**src/core/ccs_pkg.sv**
```systemverilog
/*
  Constants for the common command and status store: command codes, status
  byte layout, standard setting field values and timing counts.
  Assumes a 250 MHz core clock.
*/
package ccs_pkg;
  localparam int CLK_MHZ = 250;
  localparam int WAIT_TIME_MS = 2000;
  localparam longint WAIT_CYCLES = longint'(WAIT_TIME_MS) * 1000 * CLK_MHZ;
  localparam int SELFTEST_TIME_US = 100;
  localparam int SELFTEST_CYCLES = SELFTEST_TIME_US * CLK_MHZ;
  localparam int NUM_SLOTS = 20;
  localparam int SET_W = 128;
  localparam logic [3:0] CMD_RCL = 4'h1;
  localparam logic [3:0] CMD_SAV = 4'h2;
  localparam logic [3:0] CMD_RST = 4'h3;
  localparam logic [3:0] CMD_MASK_SET = 4'h4;
  localparam logic [3:0] CMD_MASK_QUERY = 4'h5;
  localparam logic [3:0] CMD_STATUS_QUERY = 4'h6;
  localparam logic [3:0] CMD_TRG = 4'h7;
  localparam logic [3:0] CMD_TSTQ = 4'h8;
  localparam logic [3:0] CMD_WAI = 4'h9;
  localparam int STATUS_MSS_BIT = 6;
  localparam int STATUS_ESB_BIT = 5;
  localparam int STATUS_MAV_BIT = 4;
  localparam int STATUS_DEV_BIT = 0;
  localparam logic [7:0] MASK_RESET = 8'h00;
  // Setting layout: trigger block in [31:0], channel 1 [79:32], channel 2 [127:80].
  localparam int SET_TRIG_STATE_BIT = 0;
  localparam int SET_MODE_LSB = 1;
  localparam logic [2:0] MODE_AUTO = 3'h0;
  localparam logic [2:0] MODE_TRIG = 3'h1;
  localparam logic [2:0] MODE_BURST = 3'h3;
  localparam logic [31:0] STD_TRIG = 32'h0001_0000;
  localparam logic [47:0] STD_CHAN = 48'h0000_0032_ffce;
  localparam logic [SET_W-1:0] STD_SETTING = {STD_CHAN, STD_CHAN, STD_TRIG};
  localparam logic [9:0] SELFTEST_PASS = 10'h000;
endpackage

```
**src/core/ccs_store.sv**
```systemverilog
/*
  Common command interpreter with a twenty-slot setting store, service request
  mask and status byte. Assumes commands come from bus logic on the same clock.
*/
`timescale 1ns/10ps
`default_nettype none
// Behaviour
// Recall slot 0..19 makes that slot the active setting.
// Recalling slot zero loads the standard setting.
// Slots 1..19 return exactly what save stored.
// Reset copies standard setting to active and cancels pending completion.
// After reset the device goes idle awaiting a command.
// Reset empties the key queue.
// Reset leaves bus state, address, output queue and both masks.
// Standard trigger: input off, free run, positive slope, 0V, count 1, 1ms.
// Per-channel fields; levels +0.5V/-0.5V, limit, invert, outputs off.
// Save writes active setting to slots 1..19; slot zero read-only.
// Saved setting covers exactly the standard setting scope.
// Writing mask value 0..255 enables matching status byte bits.
// Mask cleared at power-on or write of zero only.
// Status bits 6,5,4,0 used; bits 7,3,2,1 read zero.
// Mask query returns current mask contents.
// Status byte query returns contents unchanged.
// Trigger fires pulse in triggered mode, burst in burst mode.
// Trigger turns external trigger input enable off.
// Self-test returns result 0..657 to output queue, zero means pass.
// Command and key entries refused while self-test runs.
// Setting active at self-test start restored when it finishes.
// Wait blocks further commands for two seconds.
// Masked event status forms status byte bit 5.
// Master summary set when enabled non-bit-6 status bit set.
// Out-of-range recall or save changes nothing and flags execution error.
module ccs_store #(
  parameter longint WAIT_CYCLES = ccs_pkg::WAIT_CYCLES,
  parameter int SELFTEST_CYCLES = ccs_pkg::SELFTEST_CYCLES
) (
  input wire logic CORE_CLK_IN,
  input wire logic RESETN_IN,
  input wire logic CMD_VALID_IN,
  input wire logic [3:0] CMD_CODE_IN,
  input wire logic [7:0] CMD_ARG_IN,
  output logic CMD_READY_OUT,
  input wire logic KEY_VALID_IN,
  output logic KEY_READY_OUT,
  output logic KEY_QUEUE_FLUSH_OUT,
  output logic OPC_CANCEL_OUT,
  output logic EXEC_ERROR_OUT,
  input wire logic [7:0] EVENT_STATUS_IN,
  input wire logic [7:0] EVENT_ENABLE_IN,
  input wire logic MSG_AVAIL_IN,
  input wire logic DEVICE_SUMMARY_IN,
  output logic RESP_VALID_OUT,
  output logic [9:0] RESP_DATA_OUT,
  input wire logic [9:0] SELFTEST_RESULT_IN,
  output logic SELFTEST_BUSY_OUT,
  output logic TRIGGER_FIRE_OUT,
  output logic BURST_FIRE_OUT,
  output logic [ccs_pkg::SET_W-1:0] ACTIVE_SETTING_OUT,
  input wire logic SETTING_WE_IN,
  input wire logic [ccs_pkg::SET_W-1:0] SETTING_IN
);
  typedef enum logic [1:0] {
    ST_IDLE,
    ST_WAIT,
    ST_TEST
  } ccs_state_type;

  // The cycle counter is 32 bits wide, so longer waits cannot be served.
  generate
    if (WAIT_CYCLES < 1 || WAIT_CYCLES > longint'(32'hffff_ffff)) begin : gen_bad_wait
      $error("Wait count must lie between one and the counter range.");
    end
    if (SELFTEST_CYCLES < 1) begin : gen_bad_test
      $error("Self-test count must be at least one cycle.");
    end
  endgenerate

  // Command decode, gated by acceptance in the idle state.
  function automatic logic cmd_taken(input logic taken, input logic [3:0] code,
                                     input logic [3:0] want);
    cmd_taken = taken && code == want;
  endfunction

  ccs_state_type state_reg;
  ccs_state_type state_next;
  logic [31:0] count_reg;
  logic [31:0] count_next;
  logic [ccs_pkg::SET_W-1:0] slots_reg [1:ccs_pkg::NUM_SLOTS-1];
  logic [ccs_pkg::SET_W-1:0] active_reg;
  logic [ccs_pkg::SET_W-1:0] active_next;
  logic [ccs_pkg::SET_W-1:0] saved_reg;
  logic [7:0] mask_reg;
  logic [9:0] resp_reg;
  logic resp_valid_reg;
  logic err_reg;
  logic trig_reg;
  logic burst_reg;
  logic flush_reg;
  logic cancel_reg;

  wire logic take;
  wire logic is_rcl;
  wire logic is_sav;
  wire logic is_rst;
  wire logic is_mask_set;
  wire logic is_mask_q;
  wire logic is_status_q;
  wire logic is_trg;
  wire logic is_tst;
  wire logic is_wai;
  wire logic rcl_ok;
  wire logic sav_ok;
  wire logic rcl_bad;
  wire logic sav_bad;
  wire logic [4:0] slot_idx;
  wire logic [2:0] act_mode;
  wire logic test_done;
  wire logic load_ok;
  wire logic fire_trig;
  wire logic fire_burst;
  wire logic event_summary;
  wire logic [7:0] status_low;
  wire logic master_summary;
  wire logic [7:0] status_byte;

  assign take = CMD_VALID_IN && state_reg == ST_IDLE;
  assign is_rcl = cmd_taken(take, CMD_CODE_IN, ccs_pkg::CMD_RCL);
  assign is_sav = cmd_taken(take, CMD_CODE_IN, ccs_pkg::CMD_SAV);
  assign is_rst = cmd_taken(take, CMD_CODE_IN, ccs_pkg::CMD_RST);
  assign is_mask_set = cmd_taken(take, CMD_CODE_IN, ccs_pkg::CMD_MASK_SET);
  assign is_mask_q = cmd_taken(take, CMD_CODE_IN, ccs_pkg::CMD_MASK_QUERY);
  assign is_status_q = cmd_taken(take, CMD_CODE_IN, ccs_pkg::CMD_STATUS_QUERY);
  assign is_trg = cmd_taken(take, CMD_CODE_IN, ccs_pkg::CMD_TRG);
  assign is_tst = cmd_taken(take, CMD_CODE_IN, ccs_pkg::CMD_TSTQ);
  assign is_wai = cmd_taken(take, CMD_CODE_IN, ccs_pkg::CMD_WAI);
  assign rcl_ok = CMD_ARG_IN < 8'(ccs_pkg::NUM_SLOTS);
  assign sav_ok = CMD_ARG_IN != 8'h00 && rcl_ok;
  assign rcl_bad = is_rcl && !rcl_ok;
  assign sav_bad = is_sav && !sav_ok;
  assign slot_idx = CMD_ARG_IN[4:0];
  assign act_mode = active_reg[ccs_pkg::SET_MODE_LSB +: 3];
  assign test_done = state_reg == ST_TEST && count_reg == 32'h0;
  // Setting loads are held off while the self-test owns the setting.
  assign load_ok = SETTING_WE_IN && state_reg != ST_TEST;
  assign fire_trig = is_trg && act_mode == ccs_pkg::MODE_TRIG;
  assign fire_burst = is_trg && act_mode == ccs_pkg::MODE_BURST;

  // Status byte: unused bits are constant zero.
  assign event_summary = |(EVENT_STATUS_IN & EVENT_ENABLE_IN);
  assign status_low = {2'b00, event_summary, MSG_AVAIL_IN, 3'b000, DEVICE_SUMMARY_IN};
  assign master_summary = |(status_low & mask_reg & 8'hbf);
  assign status_byte = status_low | {1'b0, master_summary, 6'h00};

  assign CMD_READY_OUT = state_reg == ST_IDLE;
  assign KEY_READY_OUT = state_reg != ST_TEST;
  assign SELFTEST_BUSY_OUT = state_reg == ST_TEST;
  assign ACTIVE_SETTING_OUT = active_reg;
  assign RESP_DATA_OUT = resp_reg;
  assign RESP_VALID_OUT = resp_valid_reg;
  assign EXEC_ERROR_OUT = err_reg;
  assign TRIGGER_FIRE_OUT = trig_reg;
  assign BURST_FIRE_OUT = burst_reg;
  assign KEY_QUEUE_FLUSH_OUT = flush_reg;
  assign OPC_CANCEL_OUT = cancel_reg;

  always_comb begin
    state_next = state_reg;
    count_next = count_reg;
    if (count_reg != 32'h0) begin
      count_next = count_reg - 32'h1;
    end
    active_next = active_reg;
    if (load_ok) begin
      active_next = SETTING_IN;
    end
    unique case (state_reg)
      ST_IDLE: begin
        if (is_rcl && rcl_ok) begin
          active_next = (slot_idx == 5'h00) ? ccs_pkg::STD_SETTING
                                            : slots_reg[slot_idx];
        end
        if (is_rst) begin
          active_next = ccs_pkg::STD_SETTING;
          state_next = ST_IDLE;
        end
        if (is_trg) begin
          active_next[ccs_pkg::SET_TRIG_STATE_BIT] = 1'b0;
        end
        if (is_wai) begin
          state_next = ST_WAIT;
          count_next = 32'(WAIT_CYCLES - 1);
        end
        if (is_tst) begin
          state_next = ST_TEST;
          count_next = 32'(SELFTEST_CYCLES - 1);
        end
      end
      ST_WAIT: begin
        if (count_reg == 32'h0) begin
          state_next = ST_IDLE;
        end
      end
      ST_TEST: begin
        if (count_reg == 32'h0) begin
          state_next = ST_IDLE;
          active_next = saved_reg;
        end
      end
      default: begin
        // A stray state code falls back to idle rather than locking the bus.
        state_next = ST_IDLE;
      end
    endcase
  end

  always_ff @(posedge CORE_CLK_IN or negedge RESETN_IN) begin
    if (!RESETN_IN) begin
      state_reg <= ST_IDLE;
      count_reg <= 32'h0;
      active_reg <= ccs_pkg::STD_SETTING;
    end else begin
      state_reg <= state_next;
      count_reg <= count_next;
      active_reg <= active_next;
    end
  end

  // The copy comes from the register, so a load in the query's own cycle
  // is dropped when the test ends.
  always_ff @(posedge CORE_CLK_IN or negedge RESETN_IN) begin
    if (!RESETN_IN) begin
      saved_reg <= ccs_pkg::STD_SETTING;
    end else if (is_tst) begin
      saved_reg <= active_reg;
    end
  end

  // Only power-on and a mask write touch the mask; the reset command does not.
  always_ff @(posedge CORE_CLK_IN or negedge RESETN_IN) begin
    if (!RESETN_IN) begin
      mask_reg <= ccs_pkg::MASK_RESET;
    end else if (is_mask_set) begin
      mask_reg <= CMD_ARG_IN;
    end
  end

  // Slots hold full settings, same width as the standard one.
  genvar g;
  generate
    for (g = 1; g < ccs_pkg::NUM_SLOTS; g++) begin : gen_slot
      always_ff @(posedge CORE_CLK_IN or negedge RESETN_IN) begin
        if (!RESETN_IN) begin
          slots_reg[g] <= ccs_pkg::STD_SETTING;
        end else if (is_sav && sav_ok && slot_idx == 5'(g)) begin
          slots_reg[g] <= active_reg;
        end
      end
    end
  endgenerate

  always_ff @(posedge CORE_CLK_IN or negedge RESETN_IN) begin
    if (!RESETN_IN) begin
      resp_reg <= 10'h000;
      resp_valid_reg <= 1'b0;
    end else begin
      resp_valid_reg <= is_mask_q || is_status_q || test_done;
      if (is_mask_q) begin
        resp_reg <= {2'b00, mask_reg};
      end else if (is_status_q) begin
        resp_reg <= {2'b00, status_byte};
      end else if (test_done) begin
        resp_reg <= SELFTEST_RESULT_IN;
      end
    end
  end

  always_ff @(posedge CORE_CLK_IN or negedge RESETN_IN) begin
    if (!RESETN_IN) begin
      err_reg <= 1'b0;
    end else begin
      err_reg <= rcl_bad || sav_bad;
    end
  end

  // Fire pulses follow the mode held before the same command clears the input enable.
  always_ff @(posedge CORE_CLK_IN or negedge RESETN_IN) begin
    if (!RESETN_IN) begin
      trig_reg <= 1'b0;
      burst_reg <= 1'b0;
    end else begin
      trig_reg <= fire_trig;
      burst_reg <= fire_burst;
    end
  end

  always_ff @(posedge CORE_CLK_IN or negedge RESETN_IN) begin
    if (!RESETN_IN) begin
      flush_reg <= 1'b0;
      cancel_reg <= 1'b0;
    end else begin
      flush_reg <= is_rst;
      cancel_reg <= is_rst;
    end
  end
endmodule // ccs_store
`default_nettype wire

```
**config.mk**
```make
export PLATFORM = sky130hd
export DESIGN_NAME = ccs_store
export DESIGN_NICKNAME = d
export VERILOG_FILES = /design/src/core/ccs_pkg.sv /design/src/core/ccs_store.sv
export SDC_FILE = /design/constraint.sdc
export NUM_CORES = 2
export LEC_CHECK = 0
export CAP_MARGIN = 20
export CORE_MARGIN = 3
export CORE_UTILIZATION = 45
export DETAILED_ROUTE_END_ITERATION = 8
export DONT_BUFFER_PORTS = 1
export PLACE_DENSITY = 0.63
export SYNTH_ARGS = -nofsm -noshare
export SYNTH_HDL_FRONTEND = slang
export SYNTH_SLANG_ARGS = --single-unit
```
**constraint.sdc**
```tcl
create_clock -name CORE_CLK_IN -period 5.55 [get_ports CORE_CLK_IN]
set_input_delay 0.555 -clock CORE_CLK_IN [delete_from_list [all_inputs] [get_ports CORE_CLK_IN]]
set_output_delay 0.555 -clock CORE_CLK_IN [all_outputs]
set_load 0.01 [all_outputs]
```
Yosys cells after proc, flatten, opt, wreduce, memory -nomap -nowiden
Index checks and enable logic that the tools add are counted.
- register bits: 2745
- input port bits: 173
- output and inout bits: 147
- multiplexer cells: 22
- magnitude comparators: 2
- equal/unequal tests: 35
- bitwise logic cells: 4
- add/subtract/negate cells: 1
- reduce and logical (&&, ||, !) cells: 53
- operator list (kind ; count):
    2-to-1 mux 128 bit ; 7
    binary-select mux 128 bit (select 5 bit) ; 1
    one-hot mux 128 bit (2 select lines) ; 1
    2-to-1 mux 32 bit ; 4
    == test 5 x 4 -> 1 bit, second input constant ; 8
    logical AND 1 bit ; 38
    zero test 32 bit ; 1
    nonzero test 32 bit ; 1
    subtractor 32 x 1 -> 32 bit, second input constant ; 1
    2-to-1 mux 10 bit ; 3
    == test 5 x 3 -> 1 bit, second input constant ; 4
    == test 5 bit, second input constant ; 4
    == test 4 x 3 -> 1 bit, second input constant ; 4
    == test 5 x 2 -> 1 bit, second input constant ; 2
    AND 6 x 8 -> 8 bit ; 1
    AND 8 bit ; 1
    == test 4 x 2 -> 1 bit, second input constant ; 2
    == test 4 bit, second input constant ; 2
    less-than comparator 8 x 5 -> 1 bit, second input constant ; 1
    2-to-1 mux 2 bit ; 4
    nonzero test 8 bit ; 1
    OR reduction 8 bit ; 1
    bitwise OR 6 x 7 -> 7 bit ; 1
    OR reduction 7 bit ; 1
    20 further kinds ; 23

Logic depth before layout (Yosys ltp)
- depth after elaboration: 9
- depth in mapped cells: 12
- depth with buffers taken out: 8

Worst setup path after synthesis
OpenSTA, ideal clock, no wires.
- path type: input to register
- start: input CMD_ARG_IN[0]
- end: register active_reg (netlist bit ACTIVE_SETTING_OUT[79])
- slack: 2.503 ns
- arrival time: 2.921 ns
- buffers on the path: 5
- setup time: 0.126 ns
- stages: 9
- data required time: 5.424 ns
- cell sequence: buf_2 > buf_2 > buf_2 > buf_2 > buf_1 > mux4_2 > nand2_1 > o21ai_0 > a221o_1
- cells in the longest elaborated chain, start to end: 8
- RTL lines (what ; RTL line ; text):
    start, declared ; ccs_store.sv:41 ; input wire logic [7:0] CMD_ARG_IN,
    inverter 5 -> 6 bit (implied by the code) ; ccs_store.sv:180 ; : slots_reg[slot_idx];
    binary-select mux 128 bit (select 5 bit) ; ccs_store.sv:180 ;
    2-to-1 mux 128 bit (implied by the code) (2 in a row) ; ccs_store.sv:180 ;
    2-to-1 mux 128 bit ; ccs_store.sv:179 ; active_next = (slot_idx == 5'h00) ? ccs_pkg::STD_SETTING
    2-to-1 mux 128 bit (*) ; ccs_store.sv:178 ; if (is_rcl && rcl_ok) begin
    2-to-1 mux 128 bit (*) ; ccs_store.sv:182 ; if (is_rst) begin
    one-hot mux 128 bit (2 select lines) (*) ; ccs_store.sv:176 ; unique case (state_reg)
    named net active_next, one bit ; ccs_store.sv:90 ; logic [ccs_pkg::SET_W-1:0] active_next;
    end signal, assigned ; ccs_store.sv:220 ; active_reg <= ccs_pkg::STD_SETTING;
    end signal, assigned ; ccs_store.sv:224 ; active_reg <= active_next;
    end, declared ; ccs_store.sv:89 ; logic [ccs_pkg::SET_W-1:0] active_reg;
The timed path passes the listed nets; every way through them passes the cells marked *. The select of a mux whose other input is x is not followed.
A chain may end at the register's enable or synchronous reset.

Worst setup path after layout
- start: input CMD_ARG_IN[1]
- end: register slots_reg[18] (netlist bit)
- cells in the longest elaborated chain, start to end: 4
- RTL lines (what ; RTL line ; text):
    less-than comparator 8 x 5 -> 1 bit / nonzero test 8 bit (equally long branches) ; ccs_store.sv:136, ccs_store.sv:137 ;
    logical AND 1 bit ; ccs_store.sv:137 ; assign sav_ok = CMD_ARG_IN != 8'h00 && rcl_ok;
    logical AND 1 bit ; ccs_store.sv:254 ; end else if (is_sav && sav_ok && slot_idx == 5'(g)) begin
    logical AND 1 bit (*) ; ccs_store.sv:254 ;
    end signal, assigned by index ; ccs_store.sv:253 ; slots_reg[g] <= ccs_pkg::STD_SETTING;
    end signal, assigned by index ; ccs_store.sv:255 ; slots_reg[g] <= active_reg;
    end, declared ; ccs_store.sv:88 ; logic [ccs_pkg::SET_W-1:0] slots_reg [1:ccs_pkg::NUM_SLOTS-1];
Mark *: on every way between the ends. The rest lies on a longest branch, timed or not.

==> results.cfg <==
[logic_synthesis]
syn_area_per_cell_um2 = 13.9
synth_cell_types = 70
synth_flop_cell = dfrtp_1
synth-edff-count = 0
yosysSeqAreaShare_pct = 54.9
yosys-top-cells-area = dfrtp_1 41%, mux2_2 22%, dfstp_2 14%, mux4_2 7.9%, mux2i_1 3.2%
yosys_warnings = 0
synth_top_area_share_pct = 40.5
syn-cell-area_um2 = 127000
ys_seq_elements = 2745
synth_cells = 9101
synth-async-reset-ratio_pct = 100
synth_top_area_cell = dfrtp_1
syn_nets = 9278

[clock_tree]
root_buffer = clkbuf_16
cts-htree-levels = 5
cts_made_buffers = 296
cts_setup_buffers = 0
clk_latency_ps = 870
clk_pin_slew_worst_paths_ps = 60
cts_sinks = 2745
cts_tree = done
clockBufferDepth = 4
cts_resized = 0

[routing]
vias = 77877
wirelength_um = 367000
post_drt_wl_per_cell_um = 28.9
drcViolationCount = 0
ant_nets = 0
dr.pass1.iters = 6
drt-initial-drc-count = 6883
vias_per_cell = 6.14

[place]
gp_congestion = 0.762
dp_cells = 12072
io_buffers = 0
hpwl_um = 192000

[timing]
drv_slew = 865
worst_slew_margin_rel_pct = -103
rsz0062_at_grt = false
min_period_ps = 4740
finalCritPeriodShare_pct = 85.3
setup_viol = 0
tightest_slew_ps = 3050
fmax_ghz = 0.211
hold_viol = 0
finClkSkew_ps = 64.9
hold_ws_ps = 61.7

[layout]
drive_gt1_share_pct = 48.4
layoutNonFillerInstCount = 12692
largest_reg_flops = 2432
area_delta_synth_final_pct = 11.0
final_nets = 8918
fillers = 23560

[critical_path]
cp.arrival_ps = 5440
path_max_fanout = 745
endpoint_kind = flip-flop
ff2ff_path_depth = 9
crit_type = primary input to flip-flop
worst_setup_path_start_kind = primary input
cp.required_ps = 6260

[run]
maxCapViolCount = 0

[floorplanning]
start_util_pct = 45.3
ioPinCount = 320
core-area_um2 = 280000
die_x_um = 536
dieArea_um2 = 288000
die_height_um = 536
num_rows = 194

[power_and_ir_drop]
p_per_area_nw_per_um2 = 351
leakagePower_nw = 65.5
peakVddDrop_mv = 0.276

[hold_path]
hold_depth = 2
hp-class = primary input to flip-flop

[status]
violations = max-slew violations
status = finished, violations left

[grt]
grt_pass1_wl_um = 543000
antenna_found_initial = 22
grt_max_degree = 746
grt_pass1_vias = 81256
grt_usage_pct = 25.0
gr-total-overflow = 0
per-layer routing:
layer | part of all wire, % | vias up | global-route usage, %
met5 | 0.015 | - | 0
met4 | 2.8 | 10 | 6.74
met3 | 6.1 | 618 | 4.16
met2 | 48 | 2422 | 40.8
met1 | 44 | 42286 | 34.8
li1 | - | 32541 | -
final timing paths:
path,startpoint,endpoint,slack (ps)
worst min register to register,saved_reg[94],saved_reg[94],460
max in group asynchronous,RESETN_IN,slots_reg[2041],840
worst max register to register,state_reg[0],slots_reg[1998],1370
worst min-delay path,SETTING_IN[115],ACTIVE_SETTING_OUT[115],60
min in group asynchronous,RESETN_IN,saved_reg[52],150
worst max-delay path,CMD_ARG_IN[1],slots_reg[18],810
synth_stat cells, types with 11 or more instances:
cell type	number
nand3_1	136
a211oi_1	22
o21ai_0	117
nor3_1	41
a221o_1	33
a22oi_1	101
nor4_1	15
dfstp_2	693
mux2i_1	400
o2111ai_1	27
o221ai_1	14
o311ai_0	13
a221oi_1	79
nor2b_1	32
buf_2	52
o31a_1	26
mux2_2	2521
xor2_1	15
nand2b_1	11
a311o_1	23
o21ai_1	25
buf_1	113
o22ai_1	19
clkbuf_1	746
mux4_2	446
xnor2_1	11
a31oi_1	23
dfrtp_1	2052
nand2_1	783
nor2_1	107
inv_1	11
a21oi_1	243
o211ai_1	29
cells by family (layout without fill, tap and decap cells):
family	Yosys count	after routing	share of synthesized area (%)
other	0	14	0
adder cells (fa/ha/maj)	4	4	0.0395
flip-flops	2745	2745	54.9
AO/OA/AOI/OAI	839	839	4.48
multiplexers	3367	3367	33.5
buffers and inverters	934	787	2.87
XOR/XNOR	26	26	0.180
AND/OR/NAND/NOR	1186	1186	3.99
where the power goes:
| part | internal, mW | switching [mW] |
|---|---|---|
| clock | 11.2 | 8.07 |
| sequential | 21.3 | 3.41 |
| combinational | 2.03 | 3.31 |
| total | 34.6 | 14.8 |
area by class of cell:
class                      instances  area (um^2)  share of cell area [%]
multi-input combinational       5422        53800                    38.3
clock buffer                     439         8790                    6.25
inverter                          12         45.0                  0.0320
timing repair buffer             264         3120                    2.22
clock inverter                    72          618                   0.440
tap                             3724         4660                    3.31
antenna                           14         35.0                  0.0249
sequential                      2745        69600                    49.5
stage by stage:
stage                     utilization [%]  total power [mW]  area (um^2)  setup slack, ps  TNS (ps)
after floorplan                         -              27.4       127000             2500         0
after global placement               46.5              29.9       130000             -533   -124860
after detailed placement             46.5              30.3       130000             -801   -206470
after CTS                            50.3              49.7       141000              506         0
after global routing                 50.3              51.3       141000              200         0
final                                50.3              49.4       141000              815         0
critical path, stage by stage:
cell     delay, ps
nand2_1       1180
nor2_4         290
nand3_4        160
buf_4          530
buf_4          770
mux2_2         420
placed cells by master, fill, tap and decap left out, types with 24 or more instances in the layout:
cell / instances
a21oi_1: 242
a221o_1: 33
a221oi_1: 79
a22oi_1: 101
buf_12: 37
buf_4: 116
clkbuf_1: 72
clkbuf_16: 309
clkbuf_8: 59
clkinv_2: 48
dfrtp_1: 2052
dfstp_2: 693
dlygate4sd3_1: 88
mux2_2: 2521
mux2i_1: 400
mux4_2: 446
nand2_1: 773
nand3_1: 131
nor2_1: 100
nor2b_1: 26
nor3_1: 40
o2111ai_1: 27
o211ai_1: 29
o21ai_0: 117
o21ai_1: 24
o31a_1: 26
repair_timing:
item,in CTS,in global routing
hold endpoints to repair,223,1
endpoints found under the setup margin,0,232
hold buffers,92,1
Power figures use the tool's default switching activity.
